===== src/wdt_irq_pkg.sv =====
// Package: register map, field layout and timing constants of the watchdog and interrupt block
package wdt_irq_pkg;
   // Offsets are register indices, so byte address = 4 * index
   localparam logic [15:0] event_flags_idx       = 16'h7FF0;
   localparam logic [15:0] interrupt_control_idx = 16'h7FF6;
   localparam logic [15:0] watchdog_control_idx  = 16'h7FF7;
   localparam logic [15:0] supply_status_idx     = 16'h7FE0;

   // Flag bit positions
   localparam int flag_timeout_bit = 7;
   localparam int flag_alarm_bit   = 6;
   localparam int flag_power_bit   = 5;
   localparam int flag_osc_bit     = 4;
   // Interrupt control bit positions
   localparam int ctl_timeout_en_bit = 7;
   localparam int ctl_alarm_en_bit   = 6;
   localparam int ctl_power_en_bit   = 5;
   localparam int ctl_high_bit       = 3;
   localparam int ctl_pulse_bit      = 2;
   // Watchdog control bit positions
   localparam int wd_kick_bit = 7;
   localparam int wd_lock_bit = 6;

   localparam logic [7:0] event_flags_reset       = 8'h00;
   localparam logic [7:0] interrupt_control_reset = 8'h08;
   localparam logic [7:0] watchdog_control_reset  = 8'h00;
   localparam logic [7:0] interrupt_control_mask  = 8'hEC;
   localparam logic [5:0] timeout_zero            = 6'h00;

   // Timing
   localparam int clk_hz            = 200_000_000;
   localparam int wd_tick_hz        = 32;
   localparam int pulse_ms          = 200;
   localparam int wd_tick_cycles    = clk_hz / wd_tick_hz;
   localparam int pulse_cycles      = (clk_hz / 1000) * pulse_ms;

   typedef enum logic [1:0] {
      bus_idle  = 2'b00,
      bus_hold  = 2'b01,
      bus_done  = 2'b11
   } bus_state_t;

   typedef struct packed {
      logic timeout;
      logic alarm;
      logic power;
   } source_set_t;

   function automatic source_set_t flags_of(input logic [7:0] f);
      flags_of.timeout = f[flag_timeout_bit];
      flags_of.alarm   = f[flag_alarm_bit];
      flags_of.power   = f[flag_power_bit];
   endfunction

   function automatic source_set_t enables_of(input logic [7:0] c);
      enables_of.timeout = c[ctl_timeout_en_bit];
      enables_of.alarm   = c[ctl_alarm_en_bit];
      enables_of.power   = c[ctl_power_en_bit];
   endfunction
endpackage


===== src/rtc_watchdog_interrupt_logic.sv =====
// Watchdog down counter, interrupt flags/enables and interrupt pin driver
//
// How it works
// - Watchdog counts down once per 32 Hz tick, only while oscillator runs.
// - At reset the counter loads the zero reset timeout, so the watchdog stays off.
// - Writing kick bit one reloads counter; early kicks raise nothing.
// - Counter hitting zero sets timeout flag; interrupt if enabled.
// - Timeout value bits are written only when the same write has lock bit zero.
// - Timeout value of zero disables the watchdog entirely.
// - With timeout enable clear, a timeout only sets its flag.
// - Alarm match sets alarm flag; drives interrupt when alarm enabled.
// - Power fail sets its flag; drives interrupt when enabled.
// - Interrupt is the OR of flags ANDed with their enables.
// - Enables live in interrupt control, flags in event flags register.
// - Polarity bit picks active-high push-pull or active-low open-drain.
// - Pulse bit gives a 200 ms pulse, else level until flags read.
// - Flags read clears the flags it returned, except the oscillator-fail bit, and ends the output, pulse too.
// - Each flag is set by its own source; host polls or uses interrupt.
// - After reset flags are zero except the oscillator-fail bit.
// - No interrupts while running from backup power.
// - On backup power, register access by the user is blocked.
// - Alarm flag is set whenever the alarm comparison reports a match.
//
// The Avalon-MM slave port was chosen for this implementation.
`timescale 1ns/10ps
`default_nettype none
module rtc_watchdog_interrupt_logic
   import wdt_irq_pkg::*;
#(
   parameter int tick_cycles  = wd_tick_cycles,
   parameter int pulse_length = pulse_cycles
) (
   input  wire logic        clk,
   input  wire logic        rst,
   input  wire logic [17:0] avs_address,
   input  wire logic        avs_read,
   input  wire logic        avs_write,
   input  wire logic [31:0] avs_writedata,
   input  wire logic [3:0]  avs_byteenable,
   output logic      [31:0] avs_readdata,
   output logic             avs_waitrequest,
   input  wire logic        osc_running,
   input  wire logic        osc_fail_in,
   input  wire logic        alarm_match,
   input  wire logic        supply_low,
   input  wire logic        on_backup,
   output logic             int_out,
   output logic             int_oe_n
);
   bus_state_t  state;
   logic [7:0]  event_flags;
   logic [7:0]  interrupt_control;
   logic [7:0]  watchdog_control;
   logic [5:0]  wd_count;
   logic [31:0] tick_div;
   logic [31:0] pulse_count;
   logic        tick;
   logic        wd_expire;
   logic        supply_low_d;
   logic        power_fail_evt;
   logic        irq_active;
   logic        pulse_busy;
   logic        level_busy;
   logic        flags_read;
   logic        reg_write;
   logic        lane0;
   logic [15:0] reg_idx;
   logic [7:0]  wdata;
   logic [7:0]  next_read;
   source_set_t pend;

   assign reg_idx = avs_address[17:2];
   assign wdata   = avs_writedata[7:0];
   assign lane0   = avs_byteenable[0];

   // Two-cycle access: request seen in idle, answered from bus_hold
   always_ff @(posedge clk) begin
      if (rst) begin
         state <= bus_idle;
      end else begin
         case (state)
            bus_idle: if (avs_read || avs_write) state <= bus_hold;
            bus_hold: state <= bus_done;
            bus_done: state <= bus_idle;
            default:  state <= bus_idle;
         endcase
      end
   end

   always_ff @(posedge clk) begin
      if (rst) begin
         avs_waitrequest <= 1'b1;
      end else begin
         avs_waitrequest <= !(state == bus_idle && (avs_read || avs_write));
      end
   end

   // Blocked accesses still complete, writes dropped, reads give zero
   assign reg_write  = state == bus_hold && avs_write && lane0 &&
                       !on_backup;
   assign flags_read = state == bus_hold && avs_read && !on_backup &&
                       reg_idx == event_flags_idx;

   always_comb begin
      next_read = 8'h00;
      if (!on_backup) begin
         case (reg_idx)
            event_flags_idx:       next_read = event_flags;
            interrupt_control_idx: next_read = interrupt_control;
            watchdog_control_idx:  next_read = {2'b00, watchdog_control[5:0]};
            supply_status_idx:     next_read = {7'h00, irq_active};
            default:               next_read = 8'h00;
         endcase
      end
   end

   always_ff @(posedge clk) begin
      if (rst) begin
         avs_readdata <= 32'h0000_0000;
      end else if (state == bus_idle && avs_read) begin
         avs_readdata <= {24'h000000, next_read};
      end
   end

   always_ff @(posedge clk) begin
      if (rst) begin
         interrupt_control <= interrupt_control_reset;
      end else if (reg_write && reg_idx == interrupt_control_idx) begin
         interrupt_control <= wdata & interrupt_control_mask;
      end
   end

   // Lock bit written in the same access governs the timeout field
   always_ff @(posedge clk) begin
      if (rst) begin
         watchdog_control <= watchdog_control_reset;
      end else if (reg_write && reg_idx == watchdog_control_idx) begin
         watchdog_control[wd_lock_bit] <= wdata[wd_lock_bit];
         if (!wdata[wd_lock_bit]) begin
            watchdog_control[5:0] <= wdata[5:0];
         end
      end
   end

   // 32 Hz tick from the oscillator, frozen while it is stopped
   always_ff @(posedge clk) begin
      if (rst) begin
         tick_div <= 32'h0000_0000;
      end else if (osc_running) begin
         if (tick_div >= 32'(tick_cycles - 1)) begin
            tick_div <= 32'h0000_0000;
         end else begin
            tick_div <= tick_div + 32'h0000_0001;
         end
      end
   end
   assign tick = osc_running && tick_div >= 32'(tick_cycles - 1);

   wire kick = reg_write && reg_idx == watchdog_control_idx &&
               wdata[wd_kick_bit];
   assign wd_expire = tick && wd_count == 6'h01 &&
                      watchdog_control[5:0] != timeout_zero;

   // Reload on expiry keeps the watchdog free running
   always_ff @(posedge clk) begin
      if (rst) begin
         wd_count <= watchdog_control_reset[5:0];
      end else if (kick) begin
         wd_count <= watchdog_control[5:0];
      end else if (tick) begin
         if (wd_count <= 6'h01) begin
            wd_count <= watchdog_control[5:0];
         end else begin
            wd_count <= wd_count - 6'h01;
         end
      end
   end

   always_ff @(posedge clk) begin
      if (rst) begin
         supply_low_d <= 1'b0;
      end else begin
         supply_low_d <= supply_low;
      end
   end
   assign power_fail_evt = supply_low && !supply_low_d &&
                           !on_backup;

   // Set wins over the read clear; only bits the read returned are cleared,
   // so an event after the data was captured survives for the next read
   always_ff @(posedge clk) begin
      // Oscillator-fail bit follows its own detector, not the reset
      event_flags[flag_osc_bit] <= osc_fail_in;
      event_flags[3:0] <= event_flags_reset[3:0];
      if (rst) begin
         event_flags[7:5] <= event_flags_reset[7:5];
      end else begin
         if (flags_read) begin
            event_flags[7:5] <= event_flags[7:5] &
                                ~avs_readdata[7:5];
         end
         if (wd_expire) event_flags[flag_timeout_bit] <= 1'b1;
         if (alarm_match) event_flags[flag_alarm_bit] <= 1'b1;
         if (power_fail_evt) begin
            event_flags[flag_power_bit] <= 1'b1;
         end
      end
   end

   assign pend = flags_of(event_flags) & enables_of(interrupt_control);
   wire any_pend = (|pend) && !on_backup;
   wire new_pend = (wd_expire && interrupt_control[ctl_timeout_en_bit]) ||
                   (alarm_match && interrupt_control[ctl_alarm_en_bit]) ||
                   (power_fail_evt && interrupt_control[ctl_power_en_bit]);

   // Pulse mode: fixed width, cut short by a flags read
   always_ff @(posedge clk) begin
      if (rst) begin
         pulse_count <= 32'h0000_0000;
      end else if (on_backup) begin
         pulse_count <= 32'h0000_0000;
      end else if (new_pend && (!pulse_busy || flags_read)) begin
         pulse_count <= 32'(pulse_length);
      end else if (flags_read) begin
         pulse_count <= 32'h0000_0000;
      end else if (pulse_count != 32'h0000_0000) begin
         pulse_count <= pulse_count - 32'h0000_0001;
      end
   end
   assign pulse_busy = pulse_count != 32'h0000_0000;
   assign level_busy = any_pend && !flags_read;

   always_ff @(posedge clk) begin
      if (rst) begin
         irq_active <= 1'b0;
      end else if (interrupt_control[ctl_pulse_bit]) begin
         irq_active <= pulse_busy && !flags_read && !on_backup;
      end else begin
         irq_active <= level_busy;
      end
   end

   // Active-high drives both levels; active-low only pulls down
   always_ff @(posedge clk) begin
      if (rst) begin
         int_out  <= 1'b0;
         int_oe_n <= 1'b1;
      end else if (interrupt_control[ctl_high_bit]) begin
         int_out  <= irq_active && !on_backup;
         int_oe_n <= 1'b0;
      end else begin
         int_out  <= 1'b0;
         int_oe_n <= !(irq_active && !on_backup);
      end
   end
endmodule
`default_nettype wire


===== config.mk =====
export PLATFORM = sky130hd
export DESIGN_NAME = rtc_watchdog_interrupt_logic
export DESIGN_NICKNAME = d
export VERILOG_FILES = /design/src/wdt_irq_pkg.sv /design/src/rtc_watchdog_interrupt_logic.sv
export SDC_FILE = /design/constraint.sdc
export NUM_CORES = 1
export LEC_CHECK = 0
export CAP_MARGIN = 20
export CORE_UTILIZATION = 41
export DETAILED_ROUTE_END_ITERATION = 7
export DONT_BUFFER_PORTS = 1
export PLACE_DENSITY_LB_ADDON = 0.08
export SYNTH_ARGS = -nofsm -noshare
export SYNTH_HDL_FRONTEND = slang
export SYNTH_SLANG_ARGS = --single-unit

===== constraint.sdc =====
create_clock -name clk -period 2.4 [get_ports clk]
set_input_delay 0.48 -clock clk [delete_from_list [all_inputs] [get_ports clk]]
set_output_delay 0.48 -clock clk [all_outputs]
set_load 0.05 [all_outputs]

==> reports/summary.log <==
INFO  min_path       hp-class=primary input to flip-flop
INFO  synthesis      synth_area=0.00514mm2
INFO  critical_path  worstSetupEndpointType=flip-flop
INFO  global_route   first_global_vias=4153
INFO  min_path       hp-start=osc_fail_in
INFO  placement      port_buffers=0
INFO  floorplan      die_height=114um
INFO  clock_tree     ctsLongestPathBuffers=2
INFO  placement      dp_hpwl=8990um
INFO  sta            finalClockSkew=0.00748ns
INFO  clock_tree     clock_pin_slew_on_the_worst_setup_and_hold_paths=0.07ns
INFO  routing        vias=4376
INFO  sta            final.min_clock_period=2.38ns
INFO  synthesis      synth-edff-count=0
INFO  synthesis      synth-main-ff-cell=sky130_fd_sc_hd__dfxtp_1
INFO  sta            fin_setup_tns=0ns
INFO  synthesis      synth_cells=595
INFO  floorplan      core.rowCount=40
INFO  global_route   gr-total-overflow=0
INFO  sta            finalCritPeriodShare=99.3%
INFO  power_and_ir_drop power_density=1210mW/mm2
INFO  critical_path  crit_fanout=8
INFO  critical_path  r2r_worst_path_depth=6
INFO  critical_path  critPathRequiredTime=2.61ns
INFO  routing        drtAntennaViolNets=0
INFO  min_path       min_delay_path_depth=0
INFO  routing        vias_per_cell=5.53
INFO  floorplan      area_inside_the_core_boundary=0.0121mm2
INFO  sta            tightest_slew=0.581ns
INFO  global_route   grt.total_usage=19.9%
INFO  synthesis      synth_area_per_cell=8.64um2
INFO  routing        detailedRoute.firstPassIterationCount=5
INFO  critical_path  timing.reg2reg.setup_slack=0.02ns
INFO  global_route   pin_count_of_the_biggest_net_entering_global_routing=35
INFO  floorplan      start_util=42.4%
INFO  critical_path  critical_path.reg2reg.startpoint=pulse_count[10]
INFO  sta            grt_setup_unrepaired=yes
INFO  sta            slew_headroom=61.2%
INFO  global_route   grt_first_pass_wirelength=20400um
INFO  clock_tree     number_of_h_tree_branching_levels=3
INFO  critical_path  worst-setup-path-type=flip-flop to flip-flop
INFO  finish         growth_of_design_area_from_synthesis_to_finish=12.2%
INFO  clock_tree     cts_tree=built
INFO  finish         antenna-diode-count=0
INFO  min_path       whs_endpoint=event_flags[4]
INFO  sta            fin_hold_ws=0.158ns
INFO  routing        dr.first_iter.drc_count=256
INFO  sta            timing_max_transition_violations_final=0
INFO  clock_tree     clk_root_buffer_cell=sky130_fd_sc_hd__clkbuf_16
INFO  finish         drive_above_1_share=13.8%
INFO  power_and_ir_drop power.total=6.98mW
INFO  clock_tree     clk-insertion-delay-late=0.35ns
INFO  sta            fmaxAchievable=420MHz
INFO  job            cap_violations=0
INFO  critical_path  critical_path.startpoint_type=flip-flop
INFO  floorplan      die_w=114um
INFO  floorplan      io_pins=98
INFO  routing        drt-total-wl=12200um
INFO  global_route   antenna_found_initial=0
INFO  synthesis      synth.yosys.warnings=0
INFO  floorplan      die_area=0.0130mm2
INFO  critical_path  worst_ep_arrival_time=2.59ns
INFO  critical_path  regToRegEndpoint=pulse_count[12]
INFO  routing        drc_errors_left=0
INFO  synthesis      yosys_register_bits=100
INFO  placement      placer_congestion_estimate=0.822
INFO  power_and_ir_drop p_leak=2.18nW
INFO  power_and_ir_drop ir_drop=0.983mV
INFO  clock_tree     cts-buffers-inserted=9
INFO  synthesis      synth-async-reset-ratio=0%
INFO  sta            final-hold-violation-count=0
INFO  finish         design.final.nets=686
INFO  sta            setup_violations=0
INFO  synthesis      synth_seq_area_share=39.0%
INFO  synthesis      synth_cell_types=70
INFO  clock_tree     post_cts_hold_buffer_count=0
INFO  run_status     outcome=complete, no violations
INFO  clock_tree     numClockSinks=100
INFO  routing        wl_per_cell=15.4um
worst max-delay path by stage:
stage	from	to	slack [ns]	cells past startpoint
3_3_place_gp	pulse_count[11]	pulse_count[21]	-0.02	5
2_1_floorplan	pulse_count[11]	pulse_count[11]	0.01	6
4_1_cts	pulse_count[11]	pulse_count[17]	0.005	6
3_5_place_dp	pulse_count[11]	pulse_count[17]	-0.04	5
6_report	pulse_count[10]	pulse_count[12]	0.02	6
5_1_grt	pulse_count[11]	pulse_count[12]	-0.05	6
power by group:
part / switching, mW / internal (mW)
Combinational: 1.82 / 1.50
Sequential: 0.171 / 1.86
Clock: 0.621 / 0.995
critical path, stage by stage, from the launching register on:
cell                       delay [ns]
sky130_fd_sc_hd__dfxtp_1         0.33
sky130_fd_sc_hd__or4_4           0.52
sky130_fd_sc_hd__or4_4           0.44
sky130_fd_sc_hd__or3_4           0.43
sky130_fd_sc_hd__a221oi_4        0.31
sky130_fd_sc_hd__buf_12          0.16
sky130_fd_sc_hd__a211oi_1        0.04
cell type report:
class                   count  area (um2)
clock buffers              12         267
clock inverters             4        70.1
fillers                  1219        6340
inverters                  16        60.1
multi-input cells         456        2880
flip-flops and latches    100        2000
well taps                 168         210
repair buffers             35         275
synthesized netlist by cell type, types with 4 or more instances:
master,number,share of area [%]
sky130_fd_sc_hd__dfxtp_1,100,39
sky130_fd_sc_hd__nor2_1,69,5.0
sky130_fd_sc_hd__a21oi_1,36,3.5
sky130_fd_sc_hd__nand2_1,32,2.3
sky130_fd_sc_hd__buf_4,24,3.5
sky130_fd_sc_hd__nor3_1,22,2.1
sky130_fd_sc_hd__or3_1,19,2.3
sky130_fd_sc_hd__xnor2_1,19,3.2
sky130_fd_sc_hd__nand3_1,18,1.8
sky130_fd_sc_hd__clkbuf_1,17,1.2
sky130_fd_sc_hd__inv_1,16,1.2
sky130_fd_sc_hd__o21ai_0,16,1.6
sky130_fd_sc_hd__nand4_1,15,1.8
sky130_fd_sc_hd__mux2i_1,14,2.7
sky130_fd_sc_hd__a211oi_1,11,1.6
sky130_fd_sc_hd__nor4_1,11,1.3
sky130_fd_sc_hd__o31ai_1,11,1.6
sky130_fd_sc_hd__or2_2,11,1.3
sky130_fd_sc_hd__or4_1,10,1.5
sky130_fd_sc_hd__xor2_1,10,1.7
sky130_fd_sc_hd__and4_1,8,1.4
sky130_fd_sc_hd__a22oi_1,7,1.0
sky130_fd_sc_hd__and3_1,7,0.85
sky130_fd_sc_hd__a31oi_1,5,0.61
sky130_fd_sc_hd__ha_1,5,1.2
sky130_fd_sc_hd__nand4b_1,5,0.85
sky130_fd_sc_hd__a21o_1,4,0.58
sky130_fd_sc_hd__o211ai_1,4,0.58
sky130_fd_sc_hd__or3_2,4,0.58
layer usage:
metal | GRT usage (%) | wire, um | up-vias
li1 | - | - | 2203
met1 | 25.1 | 5720 | 2096
met2 | 32.5 | 5880 | 61
met3 | 5.90 | 436 | 16
met4 | 6.67 | 167 | 0
met5 | 0 | 0 | -
kinds of logic after synthesis:
group                    share of synthesized area, %
AO/OA/AOI/OAI                                    16.9
adder cells (fa/ha/maj)                          1.22
other                                          0.0730
AND/OR/NAND/NOR                                  27.5
multiplexers                                     3.38
buffers and inverters                            7.04
XOR/XNOR                                         4.94
flip-flops                                       39.0
state kept, by name, summed over array words and instances, names as in the netlist:
signal / count
supply_low_d: 1
interrupt_control: 5
tick_div: 32
irq_active: 1
state: 2
watchdog_control: 6
wd_count: 6
avs_waitrequest: 1
avs_readdata: 8
pulse_count: 32
int_out: 1
int_oe_n: 1
event_flags: 4
per-stage QoR:
stage	utilization, %	area, um2	setup slack [ns]	cells
6_report	47.6	5770	0.0178	791
5_1_grt	47.6	5770	-0.0459	791
4_1_cts	47.4	5740	0.00540	790
3_5_place_dp	44.5	5390	-0.0409	773
3_3_place_gp	44.5	5390	-0.0246	773
2_1_floorplan	-	5230	0.0122	618
cell usage in the layout (no fill, tap or decap), types with 11 or more instances in the layout:
| cell type | synthesis | layout |
|---|---|---|
| sky130_fd_sc_hd__mux2i_1 | 14 | 14 |
| sky130_fd_sc_hd__nand4_1 | 15 | 15 |
| sky130_fd_sc_hd__a21oi_1 | 36 | 36 |
| sky130_fd_sc_hd__o31ai_1 | 11 | 11 |
| sky130_fd_sc_hd__nand3_1 | 18 | 18 |
| sky130_fd_sc_hd__buf_4 | 24 | 34 |
| sky130_fd_sc_hd__conb_1 | 1 | 24 |
| sky130_fd_sc_hd__nor2_1 | 69 | 69 |
| sky130_fd_sc_hd__or2_2 | 11 | 11 |
| sky130_fd_sc_hd__inv_1 | 16 | 16 |
| sky130_fd_sc_hd__dfxtp_1 | 100 | 100 |
| sky130_fd_sc_hd__nand2_1 | 32 | 32 |
| sky130_fd_sc_hd__xnor2_1 | 19 | 19 |
| sky130_fd_sc_hd__or3_1 | 19 | 19 |
| sky130_fd_sc_hd__a211oi_1 | 11 | 11 |
| sky130_fd_sc_hd__nor3_1 | 22 | 22 |
| sky130_fd_sc_hd__o21ai_0 | 16 | 16 |
timing repair:
action / in CTS / in global routing
endpoints found under the setup margin: 8 / 48
buffers inserted: 1 / 1
pin swaps: 1 / 2
resized for setup: 0 / 3
Power figures use the tool's default switching activity.
